**src/include/ccm_pkg.sv**
```systemverilog
package ccm_pkg;
  // register word offsets (byte addresses, 32-bit words)
  localparam logic [7:0] CONTROL_IDX    = 8'h17;                // control word index
  localparam logic [9:0] ADDR_CONTROL   = {CONTROL_IDX, 2'b00};
  localparam logic [9:0] ADDR_CAPTURE   = 10'h080;
  localparam logic [9:0] ADDR_COMPARE   = 10'h084;
  localparam logic [9:0] ADDR_DUTY      = 10'h088;
  localparam logic [9:0] ADDR_IRQ_STAT  = 10'h08C;
  localparam logic [9:0] ADDR_IRQ_EN    = 10'h090;
  localparam logic [9:0] ADDR_IRQ_CLR   = 10'h094;
  localparam logic [9:0] ADDR_ADC_EN    = 10'h098;
  // control register layout
  localparam int        CTRL_WIDTH      = 6;                    // bits 7..6 not stored
  localparam int        MODE_LSB        = 0;
  localparam int        DUTY_LSB_POS    = 4;
  localparam logic [5:0] CTRL_RESET     = 6'h00;
  // mode codes
  localparam logic [3:0] MODE_OFF       = 4'h0;
  localparam logic [3:0] MODE_CAP_FALL  = 4'h4;
  localparam logic [3:0] MODE_CAP_RISE  = 4'h5;
  localparam logic [3:0] MODE_CAP_RISE4 = 4'h6;
  localparam logic [3:0] MODE_CAP_RISE16 = 4'h7;
  localparam logic [3:0] MODE_CMP_SET   = 4'h8;
  localparam logic [3:0] MODE_CMP_CLR   = 4'h9;
  localparam logic [3:0] MODE_CMP_SOFT  = 4'hA;
  localparam logic [3:0] MODE_CMP_SPEC  = 4'hB;
  // prescaler counts
  localparam logic [3:0] PRESCALE_4     = 4'h3;
  localparam logic [3:0] PRESCALE_16    = 4'hF;
  // interrupt bits
  localparam int        IRQ_BITS        = 2;
  localparam int        IRQ_CAPTURE     = 0;
  localparam int        IRQ_COMPARE     = 1;
endpackage : ccm_pkg

```
**src/design/capture_compare_mode_control.sv**
```systemverilog
`timescale 1ns/1ns
// Function
// - control bits 7-6 read zero, writes ignored
// - PWM modes: bits 5-4 are duty LSBs
// - mode 0000 disables and resets unit
// - capture on fall, rise, 4th, 16th rise
// - mode 1000 drives output high on match
// - mode 1001 drives output low on match
// - mode 1010 flag only, pin unchanged
// - mode 1011 flag, timer reset, conversion start
// - capture copies 16-bit timer value
// - flag set by hardware, cleared by software
// - newer capture overwrites unread value
// - edge detector watches pin regardless of direction
// - prescaler cleared outside capture modes
// - prescale switch keeps count intact
module capture_compare_mode_control #(
  parameter int TIMER_WIDTH = 16
) (
  input  wire logic        clk,
  input  wire logic        resetn,
  input  wire logic        wb_cyc_i,
  input  wire logic        wb_stb_i,
  input  wire logic        wb_we_i,
  input  wire logic [9:0]  wb_adr_i,
  input  wire logic [3:0]  wb_sel_i,
  input  wire logic [31:0] wb_dat_i,
  output logic      [31:0] wb_dat_o,
  output logic             wb_ack_o,
  input  wire logic [TIMER_WIDTH-1:0] freeRunningTimer,
  input  wire logic        unitPin,
  output logic             unitOut,
  output logic             timerReset,
  output logic             conversionStart,
  output logic [9:0]       pwmDuty,
  output logic             pwmMode,
  output logic             irq
);
  // only a 16-bit timer fits the capture and compare registers
  if (TIMER_WIDTH != 16) begin : g_width_check
    $error("TIMER_WIDTH must be 16");
  end

  typedef struct packed {
    logic [ccm_pkg::CTRL_WIDTH-1:0]  control;
    logic [15:0]                     captureValue;
    logic [15:0]                     compareValue;
    logic [7:0]                      dutyHigh;
    logic [3:0]                      prescaleCount;
    logic [ccm_pkg::IRQ_BITS-1:0]    irqStatus;
    logic [ccm_pkg::IRQ_BITS-1:0]    irqEnable;
    logic                            adcEnable;
    logic                            unitOut;
    logic                            timerReset;
    logic                            conversionStart;
    logic                            ack;
    logic [31:0]                     rdata;
    logic                            irq;
    logic                            pwmMode;
  } state_t;

  state_t cur;
  state_t next_cur;
  logic [1:0] rstSync;
  logic   rstN;
  logic   pinRise;
  logic   pinFall;
  logic   access;
  logic   wr;
  logic [3:0] mode;
  logic   capMode;
  logic   capEvent;
  logic   match;
  logic [31:0] rdMux;

  // internal reset released through two flops
  always_ff @(posedge clk or negedge resetn) begin
    if (!resetn) begin
      rstSync <= 2'b00;
    end else begin
      rstSync <= {rstSync[0], 1'b1};
    end
  end
  // asserts at once, leaves in step with clk
  assign rstN = rstSync[1];

  edge_sync u_pin (
    .clk   (clk),
    .rstN  (rstN),
    .level (unitPin),
    .rise  (pinRise),
    .fall  (pinFall)
  );

  // decoded mode; ack blocks a second take of a held strobe
  assign mode    = cur.control[ccm_pkg::MODE_LSB +: 4];
  assign capMode = mode[3:2] == 2'b01;
  assign access  = wb_cyc_i & wb_stb_i & ~cur.ack;
  assign wr      = access & wb_we_i & wb_sel_i[0];
  assign match   = freeRunningTimer == cur.compareValue;

  always_comb begin
    capEvent = 1'b0;
    unique case (mode)
      ccm_pkg::MODE_CAP_FALL:   capEvent = pinFall;
      ccm_pkg::MODE_CAP_RISE:   capEvent = pinRise;
      ccm_pkg::MODE_CAP_RISE4:  capEvent = pinRise &&
                                           cur.prescaleCount[1:0] == ccm_pkg::PRESCALE_4[1:0];
      ccm_pkg::MODE_CAP_RISE16: capEvent = pinRise && cur.prescaleCount == ccm_pkg::PRESCALE_16;
      default:                  capEvent = 1'b0;
    endcase
  end

  // read data multiplexer
  always_comb begin
    rdMux = 32'h00000000;
    unique case (wb_adr_i)
      ccm_pkg::ADDR_CONTROL:  rdMux = {26'h0, cur.control};
      ccm_pkg::ADDR_CAPTURE:  rdMux = {16'h0000, cur.captureValue};
      ccm_pkg::ADDR_COMPARE:  rdMux = {16'h0000, cur.compareValue};
      ccm_pkg::ADDR_DUTY:     rdMux = {24'h000000, cur.dutyHigh};
      ccm_pkg::ADDR_IRQ_STAT: rdMux = {30'h0, cur.irqStatus};
      ccm_pkg::ADDR_IRQ_EN:   rdMux = {30'h0, cur.irqEnable};
      ccm_pkg::ADDR_ADC_EN:   rdMux = {31'h0, cur.adcEnable};
      default:                rdMux = 32'h00000000;
    endcase
  end

  // next-state logic
  always_comb begin
    next_cur                 = cur;
    next_cur.ack             = access;
    next_cur.rdata           = access ? rdMux : cur.rdata;
    next_cur.timerReset      = 1'b0;
    next_cur.conversionStart = 1'b0;

    // register writes
    if (wr) begin
      unique case (wb_adr_i)
        ccm_pkg::ADDR_CONTROL: next_cur.control = wb_dat_i[ccm_pkg::CTRL_WIDTH-1:0];
        ccm_pkg::ADDR_DUTY:    next_cur.dutyHigh = wb_dat_i[7:0];
        ccm_pkg::ADDR_IRQ_EN:  next_cur.irqEnable = wb_dat_i[ccm_pkg::IRQ_BITS-1:0];
        ccm_pkg::ADDR_ADC_EN:  next_cur.adcEnable = wb_dat_i[0];
        ccm_pkg::ADDR_IRQ_CLR: next_cur.irqStatus = cur.irqStatus &
                                                    ~wb_dat_i[ccm_pkg::IRQ_BITS-1:0];
        default: ;
      endcase
    end
    if (access && wb_we_i && wb_adr_i == ccm_pkg::ADDR_COMPARE) begin
      if (wb_sel_i[0]) next_cur.compareValue[7:0] = wb_dat_i[7:0];
      if (wb_sel_i[1]) next_cur.compareValue[15:8] = wb_dat_i[15:8];
    end

    if (!capMode) begin
      next_cur.prescaleCount = 4'h0;
    end else if (pinRise && mode[1]) begin
      next_cur.prescaleCount = cur.prescaleCount + 4'h1;
    end

    if (capEvent) begin
      next_cur.captureValue = freeRunningTimer;
    end

    if (capEvent) begin
      next_cur.irqStatus[ccm_pkg::IRQ_CAPTURE] = 1'b1;
    end

    // compare actions
    if (match && mode[3:2] == 2'b10) begin
      next_cur.irqStatus[ccm_pkg::IRQ_COMPARE] = 1'b1;
      unique case (mode)
        ccm_pkg::MODE_CMP_SET: next_cur.unitOut = 1'b1;
        ccm_pkg::MODE_CMP_CLR: next_cur.unitOut = 1'b0;
        ccm_pkg::MODE_CMP_SOFT: next_cur.unitOut = cur.unitOut;
        ccm_pkg::MODE_CMP_SPEC: begin
          next_cur.timerReset      = 1'b1;
          next_cur.conversionStart = cur.adcEnable;
        end
        default: ;
      endcase
    end

    if (mode == ccm_pkg::MODE_OFF) begin
      next_cur.unitOut       = 1'b0;
      next_cur.prescaleCount = 4'h0;
    end

    next_cur.irq = |(next_cur.irqStatus & next_cur.irqEnable);
    // PWM flag from the new mode
    next_cur.pwmMode = &next_cur.control[ccm_pkg::MODE_LSB + 2 +: 2];
  end

  // main state register
  always_ff @(posedge clk or negedge rstN) begin
    if (!rstN) begin
      cur.control         <= ccm_pkg::CTRL_RESET;
      cur.captureValue    <= 16'h0000;
      cur.compareValue    <= 16'h0000;
      cur.dutyHigh        <= 8'h00;
      cur.prescaleCount   <= 4'h0;
      cur.irqStatus       <= '0;
      cur.irqEnable       <= '0;
      cur.adcEnable       <= 1'b0;
      cur.unitOut         <= 1'b0;
      cur.timerReset      <= 1'b0;
      cur.conversionStart <= 1'b0;
      cur.ack             <= 1'b0;
      cur.rdata           <= 32'h00000000;
      cur.irq             <= 1'b0;
      cur.pwmMode         <= 1'b0;
    end else begin
      cur.control         <= next_cur.control;
      cur.captureValue    <= next_cur.captureValue;
      cur.compareValue    <= next_cur.compareValue;
      cur.dutyHigh        <= next_cur.dutyHigh;
      cur.prescaleCount   <= next_cur.prescaleCount;
      cur.irqStatus       <= next_cur.irqStatus;
      cur.irqEnable       <= next_cur.irqEnable;
      cur.adcEnable       <= next_cur.adcEnable;
      cur.unitOut         <= next_cur.unitOut;
      cur.timerReset      <= next_cur.timerReset;
      cur.conversionStart <= next_cur.conversionStart;
      cur.ack             <= next_cur.ack;
      cur.rdata           <= next_cur.rdata;
      cur.irq             <= next_cur.irq;
      cur.pwmMode         <= next_cur.pwmMode;
    end
  end

  // outputs
  assign wb_dat_o        = cur.rdata;
  assign wb_ack_o        = cur.ack;
  assign unitOut         = cur.unitOut;
  assign timerReset      = cur.timerReset;
  assign conversionStart = cur.conversionStart;
  assign irq             = cur.irq;
  assign pwmMode         = cur.pwmMode;
  assign pwmDuty         = {cur.dutyHigh, cur.control[ccm_pkg::DUTY_LSB_POS +: 2]};

  // assertions
  a_capture_latch: assert property (@(posedge clk) disable iff (!rstN)
    capEvent |=> cur.captureValue == $past(freeRunningTimer))
    else $error("capture value not latched");
  a_flag_sticky: assert property (@(posedge clk) disable iff (!rstN)
    cur.irqStatus[0] && !(wr && wb_adr_i == ccm_pkg::ADDR_IRQ_CLR && wb_dat_i[0])
    |=> cur.irqStatus[0])
    else $error("capture flag lost");
  a_flag_set: assert property (@(posedge clk) disable iff (!rstN)
    capEvent |=> cur.irqStatus[0])
    else $error("capture flag not set");
  a_prescale_clear: assert property (@(posedge clk) disable iff (!rstN)
    !capMode |=> cur.prescaleCount == 4'h0)
    else $error("prescaler not cleared");
  a_top_bits: assert property (@(posedge clk) disable iff (!rstN)
    cur.ack && $past(wb_adr_i) == ccm_pkg::ADDR_CONTROL && !$past(wb_we_i)
    |-> wb_dat_o[7:6] == 2'b00)
    else $error("control top bits nonzero");
  a_cmp_high: assert property (@(posedge clk) disable iff (!rstN)
    match && mode == ccm_pkg::MODE_CMP_SET |=> unitOut)
    else $error("output not high on match");
  a_cmp_low: assert property (@(posedge clk) disable iff (!rstN)
    match && mode == ccm_pkg::MODE_CMP_CLR |=> !unitOut)
    else $error("output not low on match");
  a_cmp_soft: assert property (@(posedge clk) disable iff (!rstN)
    match && mode == ccm_pkg::MODE_CMP_SOFT |=> unitOut == $past(unitOut) && cur.irqStatus[1])
    else $error("soft compare disturbed pin");
  a_special_evt: assert property (@(posedge clk) disable iff (!rstN)
    match && mode == ccm_pkg::MODE_CMP_SPEC |=> timerReset && cur.irqStatus[1])
    else $error("special event missing");
  a_mode_off: assert property (@(posedge clk) disable iff (!rstN)
    mode == ccm_pkg::MODE_OFF |=> !unitOut)
    else $error("unit not reset when off");
  a_rise16: assert property (@(posedge clk) disable iff (!rstN)
    mode == ccm_pkg::MODE_CAP_RISE16 && capEvent |-> cur.prescaleCount == 4'hF)
    else $error("sixteenth edge wrong");
  c_capture: cover property (@(posedge clk) disable iff (!rstN) capEvent);
  c_special: cover property (@(posedge clk) disable iff (!rstN) cur.timerReset);
  a_rise4: assert property (@(posedge clk) disable iff (!rstN)
    mode == ccm_pkg::MODE_CAP_RISE4 && capEvent |-> cur.prescaleCount[1:0] == 2'h3)
    else $error("fourth edge wrong");
  a_capture_mode: assert property (@(posedge clk) disable iff (!rstN)
    capEvent |-> capMode)
    else $error("capture outside capture mode");
  a_prescale_keep: assert property (@(posedge clk) disable iff (!rstN)
    capMode && !pinRise |=> cur.prescaleCount == $past(cur.prescaleCount))
    else $error("prescaler count disturbed");
  a_conv_gate: assert property (@(posedge clk) disable iff (!rstN)
    conversionStart |-> timerReset)
    else $error("conversion start without trigger");
  a_irq_level: assert property (@(posedge clk) disable iff (!rstN)
    irq == |(cur.irqStatus & cur.irqEnable))
    else $error("interrupt level wrong");
  c_irq: cover property (@(posedge clk) disable iff (!rstN) irq);
  c_rise16: cover property (@(posedge clk) disable iff (!rstN)
    mode == ccm_pkg::MODE_CAP_RISE16 && capEvent);
  c_out_high: cover property (@(posedge clk) disable iff (!rstN) $rose(unitOut));
endmodule : capture_compare_mode_control

```
**src/design/edge_sync.sv**
```systemverilog
`timescale 1ns/1ns
// synchronises a level and reports rising and falling edges
module edge_sync (
  input  wire logic clk,
  input  wire logic rstN,
  input  wire logic level,
  output logic      rise,
  output logic      fall
);
  typedef struct packed {
    logic meta;
    logic sync;
    logic prev;
    logic [2:0] fill;
  } state_t;

  state_t cur;
  state_t next_cur;

  // two-stage synchroniser, then one stage of history
  always_comb begin
    next_cur      = cur;
    next_cur.meta = level;
    next_cur.sync = cur.meta;
    next_cur.prev = cur.sync;
    next_cur.fill = {cur.fill[1:0], 1'b1};
  end

  always_ff @(posedge clk or negedge rstN) begin
    if (!rstN) begin
      cur <= '0;
    end else begin
      cur <= next_cur;
    end
  end

  // edges from consecutive synchronised samples
  // masked until history holds real pin samples, so reset makes no false edge
  assign rise = cur.fill[2] & cur.sync & ~cur.prev;
  assign fall = cur.fill[2] & ~cur.sync & cur.prev;
endmodule : edge_sync

```
**config.mk**
```make
export PLATFORM = sky130hd
export DESIGN_NAME = capture_compare_mode_control
export DESIGN_NICKNAME = d
export VERILOG_FILES = /design/src/include/ccm_pkg.sv /design/src/design/capture_compare_mode_control.sv /design/src/design/edge_sync.sv
export SDC_FILE = /design/constraint.sdc
export NUM_CORES = 1
export LEC_CHECK = 0
export ABC_AREA = 1
export BUFFER_PORTS_ARGS = -buffer_cell sky130_fd_sc_hd__buf_4
export CORE_UTILIZATION = 58
export CTS_BUF_LIST = sky130_fd_sc_hd__clkbuf_16
export CTS_CLUSTER_SIZE = 8
export DETAILED_ROUTE_END_ITERATION = 16
export GPL_ROUTABILITY_DRIVEN = 0
export GPL_TIMING_DRIVEN = 1
export PLACE_DENSITY = 0.83
export SLEW_MARGIN = 15
export SYNTH_ARGS = -nofsm -noshare
export SYNTH_HDL_FRONTEND = slang
export SYNTH_SLANG_ARGS = --single-unit
```
**constraint.sdc**
```tcl
create_clock -name clk -period 5.2 [get_ports clk]
set_input_delay 1.3 -clock clk [delete_from_list [all_inputs] [get_ports clk]]
set_output_delay 1.3 -clock clk [all_outputs]
set_load 0.03 [all_outputs]
```
==> After elaboration in Yosys (flattened, before gate mapping) <==
Cells that the tools add are included.
{ "totals": {"register_bits": 101, "input_bits": 68, "output_inout_bits": 48, "elab_cells": 92} }
{ "op_classes": {"add_sub_neg": 1, "n_eq_ne": 21, "muxes": 17, "bitwise": 14, "reduce_logical": 17} }
{ "op_table": {"columns": ["operator", "count"], "rows": [
  ["$pmux 16 s7", 1],
  ["$eq 10x8->1 const B", 7],
  ["$mux 4", 5],
  ["$eq 16x16->1", 1],
  ["$eq 4x3->1 const B", 4],
  ["$eq 4x4->1 const B", 4],
  ["$reduce_and 2->1", 7],
  ["$eq 10x7->1 const B", 1],
  ["$and 1x1->1", 8],
  ["$logic_and 1x1->1", 6],
  ["$mux 2", 3],
  ["$mux 5", 1],
  ["$add 4x1->4 const B", 1],
  ["$and 2x2->2", 2],
  ["$eq 2x2->1 const B", 2],
  ["$logic_not 4->1", 1],
  ["$mux 1", 4],
  ["$pmux 1 s4", 1],
  ["$mux 3", 1],
  ["$ne 3x1->1 const B", 1],
  ["$not 1->1", 3],
  ["$reduce_bool 3->1", 1],
  ["$eq 2x1->1 const B", 1],
  ["$not 2->2", 1],
  ["other kinds (3)", 3]
]} }

==> Logic depth before layout (Yosys ltp) <==
{ "logic_depth": {"word_depth": 8, "ltp_mapped": 10, "mapped_depth_nobuf": 10} }

==> Hierarchy <==
A second synthesis with hierarchy kept.
{ "unflattened": {"cells_unflattened": 591, "hier_area_um2": 4589.4} }
{ "by_module_without_submodules": {"columns": ["mod", "instances", "cells_per_inst", "area_per_inst_um2", "seq_area_each_um2"], "rows": [
  ["capture_compare_mode_control", 1, 580, 4420.5, 1976.9],
  ["edge_sync", 1, 11, 168.9, 150.1]
]} }

==> Worst setup path before layout <==
Ideal clock, no wire load.
{ "synth_timing": {"path_kind": "in2reg", "startpoint": "input port wb_adr_i[7]", "endpoint": "register cur[90] (netlist bit)", "setup_ns": 0.120, "arrival_time_ns": 2.270, "required_ns": 5.080, "slack_ns": 2.810, "stages": 8, "n_path_buf": 1, "path_cell_list": "inv_1 > nand2_1 > nor2_1 > nand3_1 > nand2b_4 > buf_6 > o21ai_2 > inv_1"} }
{ "synth_rtl": {"columns": ["item", "line", "rtl"], "rows": [
  ["start: declaration", "capture_compare_mode_control.sv:25", "input wire logic [9:0] wb_adr_i,"],
  ["end: declaration", "capture_compare_mode_control.sv:62", "state_t cur;"]
]} }

==> Worst setup path in the final report <==
{ "layout_timing": {"startpoint": "input port wb_adr_i[9]", "endpoint": "register cur[65] (netlist bit)"} }
{ "layout_between": {"elab_chain_len": 3} }
{ "layout_lines": {"columns": ["item", "line", "rtl"], "rows": [
  ["$eq 10x8->1", "capture_compare_mode_control.sv:149", "if (access && wb_we_i && wb_adr_i == ccm_pkg::ADDR_COMPARE) begin"],
  ["$logic_and 1x1->1", "capture_compare_mode_control.sv:149", null],
  ["$reduce_and 2->1 (no source line)", null, null]
]} }
No other way between the ends.
A chain may end at the register's enable or synchronous reset.

==> metrics.md <==
| Metric | Value |
|---|---|
| Status | `finished, final reports clean` |
| Vias in the first global route | `3663` |
| Worst VDD drop | `0.1700 mV` |
| Post-synth cell types | `37` |
| Hold Path Depth | `0` |
| Yosys warnings | `0` |
| Clock Latency Late Sink | `0.34 ns` |
| Synthesized area per cell | `7.993 µm²` |
| F_max | `366.1 MHz` |
| Routed length per instance | `14.46 µm` |
| Area of the mapped netlist | `4612 µm²` |
| Req. time, crit path | `5.41 ns` |
| Post-route antenna net violation count | `0` |
| Clock-pin slew on the worst setup and hold paths | `0.06 ns` |
| Max_slew headroom | `30.33%` |
| Die width | `91.17 µm` |
| Fillcell total | `648` |
| HP Class | `reg2reg` |
| Final setup TNS | `0 ns` |
| Power Density | `258.4 nW/µm²` |
| Vias | `3937` |
| Post-CTS Setup Bufs | `0` |
| Initial cell density of the core | `59.68%` |
| DRC violations left | `0` |
| Unrepaired setup endpoints after global routing | `no` |
| Final setup fails | `0` |
| Iteration count of the initial detailed-routing pass | `5` |
| Yosys top cell area share | `46.12%` |
| Vias per inst | `5.327` |
| Slew Viols, Final | `0` |
| Max_cap viols | `0` |
| Antenna Cells | `0` |
| Final period util | `52.52%` |
| Post-layout net count | `701` |
| Cell count after synthesis | `577` |
| Floorplan row count | `32` |
| CTS tree | `done` |
| Final Hold Fails | `0` |
| Crit path max fanout | `21` |
| Hold-fix buffers, CTS | `0` |
| Final Instance Area | `5290 µm²` |
| Register area share after synthesis | `46.12%` |
| Root buf cell | `clkbuf_16` |
| Die area | `8312 µm²` |
| DP Area | `5017 µm²` |
| Clock H-tree levels | `3` |
| Final Skew | `0.007092 ns` |
| Crit Path Category | `in2reg` |
| Core Area | `7727 µm²` |
| R2r setup slk | `3.27 ns` |
| Initial antenna violation count | `0` |
| CTS max path bufs | `2` |
| Cell taking the most area after synthesis | `dfrtp_1` |
| Height of the chip | `91.17 µm` |
| CTS buffer count | `9` |
| Post-CTS Resized | `0` |
| #FFs+latches synth | `85` |
| Port bufs | `81` |
| Crit path DAT | `2.94 ns` |
| Leak pwr | `2.901 nW` |
| Tmin final | `2.731 ns` |
| GRT overflow | `0` |
| Largest net degree at the start of global routing | `84` |
| Worst Reg-to-Reg Cells | `5` |
| Clock sink count | `85` |
| Area Growth Syn to Fin | `14.70%` |
| Final HPWL DP | `7601 µm` |
| Critical path endpoint category | `register` |
| DRT Wirelength | `10690 µm` |
| Startpoint types | `primary input` |
| Layout cells sized above 1 | `21.19%` |
| Synth area leaders | `dfrtp_1 (46%), nand2_1 (14%), buf_4 (7.0%), inv_1 (5.4%), nor2_1 (3.6%)` |
| I/O pins | `116` |
| Global-route wire length before repair | `17200 µm` |
| Total GRT Usage | `26.77%` |
| Worst Tran Pin Value | `1.045 ns` |
| Drt first-iter violations | `359` |
## cells in the mapped netlist
cell type  instances
a31oi_1            1
o21ai_1            6
o21ai_2           17
nand2b_4           1
ha_1               1
or2_2              1
nor2_2             6
o21a_1             1
nand3_1           28
nand3_2            2
xnor2_1            4
nand4_1           16
nand4_4            1
xor2_1             1
nor2_1            44
conb_1             2
inv_2              1
clkbuf_1           5
clkinv_1           1
o31ai_1            1
nor3_1             4
nand2_1          173
a21oi_1           17
nor3b_1            1
nand3b_4           1
nand2_4            3
nor2_8             1
nand2_2            1
nor3_4             1
buf_6              5
buf_4             43
inv_1             66
nor2_4             1
o21ai_0           26
dfrtp_1           85
buf_1              1
a21o_1             8
## per-stage QoR
| stage | hold slack [ns] | total power (W) | instances | util [%] | setup WS (ns) |
|---|---|---|---|---|---|
| floorplan | 0.3312 | 0.0007538 | 593 | - | 2.657 |
| global placement | 0.3317 | 0.0007895 | 723 | 64.93 | 2.260 |
| detailed placement | 0.3356 | 0.0007931 | 723 | 64.93 | 2.205 |
| CTS | 0.3494 | 0.001372 | 739 | 68.39 | 2.490 |
| global route | 0.3616 | 0.001406 | 739 | 68.46 | 2.370 |
| finish | 0.3463 | 0.001367 | 739 | 68.46 | 2.469 |
## placed cells by master (no fill, tap or decap), types with 3 or more instances in the layout
cell type,netlist,routed
conb_1,2,18
nor2_2,6,6
a21o_1,8,8
buf_4,43,82
nor3_1,4,4
a21oi_1,17,17
o21ai_0,26,26
nor2_1,44,44
nand3_1,28,27
nand3_2,2,3
nand4_1,16,16
nand2_4,3,3
o21ai_2,17,17
clkbuf_16,0,9
dfrtp_1,85,84
nand2_1,173,173
o21ai_1,6,6
inv_1,66,67
xnor2_1,4,4
## layer usage
metal / global-route usage [%] / wire (µm) / vias to the layer above
li1: - / - / 1874
met1: 36.13 / 4511 / 1857
met2: 44.38 / 5197 / 188
met3: 5.193 / 815 / 18
met4: 7.275 / 164 / 0
met5: 0 / 0 / -
## flip-flops by register name (all words and copies together), names as in the netlist
name / flops
cur: 45
wb_dat_o: 16
pwmDuty: 10
u_pin.cur: 6
rstSync: 2
conversionStart: 1
irq: 1
pwmMode: 1
timerReset: 1
unitOut: 1
wb_ack_o: 1
## final timing paths
path	start	end
max in group asynchronous	rstSync[1]$_DFF_PN0_	cur[45]$_DFFE_PN0P_
hold / removal	u_pin.cur[1]$_DFF_PN0_	u_pin.cur[2]$_DFF_PN0_
setup reg to reg	wb_ack_o$_DFF_PN0_	cur[89]$_DFF_PN0_
setup / recovery	wb_adr_i[9]	cur[65]$_DFFE_PN0P_
hold reg to reg	u_pin.cur[1]$_DFF_PN0_	u_pin.cur[2]$_DFF_PN0_
min in group asynchronous	rstSync[1]$_DFF_PN0_	cur[70]$_DFFE_PN0P_
## power by group
group	switching [W]	internal, W
logic	0.0000631	0.0000369
registers	0.0000145	0.000667
clock network	0.000265	0.000321
## cell families after synthesis
| family | synth area share [%] |
|---|---|
| AOI/OAI and AO/OA | 10.31 |
| xor gates and xnor gates | 0.9495 |
| adders and majority gates | 0.2713 |
| buffers and inverters | 14.24 |
| DFF | 46.12 |
| other | 0.1628 |
| and+or+nand+nor | 27.94 |
## final cells by class
cell class              count  area (µm²)  area share [%]
clock inverters             7       42.54          0.8042
inverters                  68       255.2           4.825
flip-flops and latches     85        2131           40.28
well taps                 102       127.6           2.412
repair buffers             82       615.6           11.64
clock buffers               9       225.2           4.257
multi-input cells         386        1893           35.79
## critical path: stages
cell and delay (ns):
buf_4 0.11, nor2_2 0.08, buf_4 0.26, nand3_2 0.25
nor2_8 0.35, nand4_4 0.30, nand2_1 0.17, o21ai_1 0.10
(Power assumes the default switching activity.)
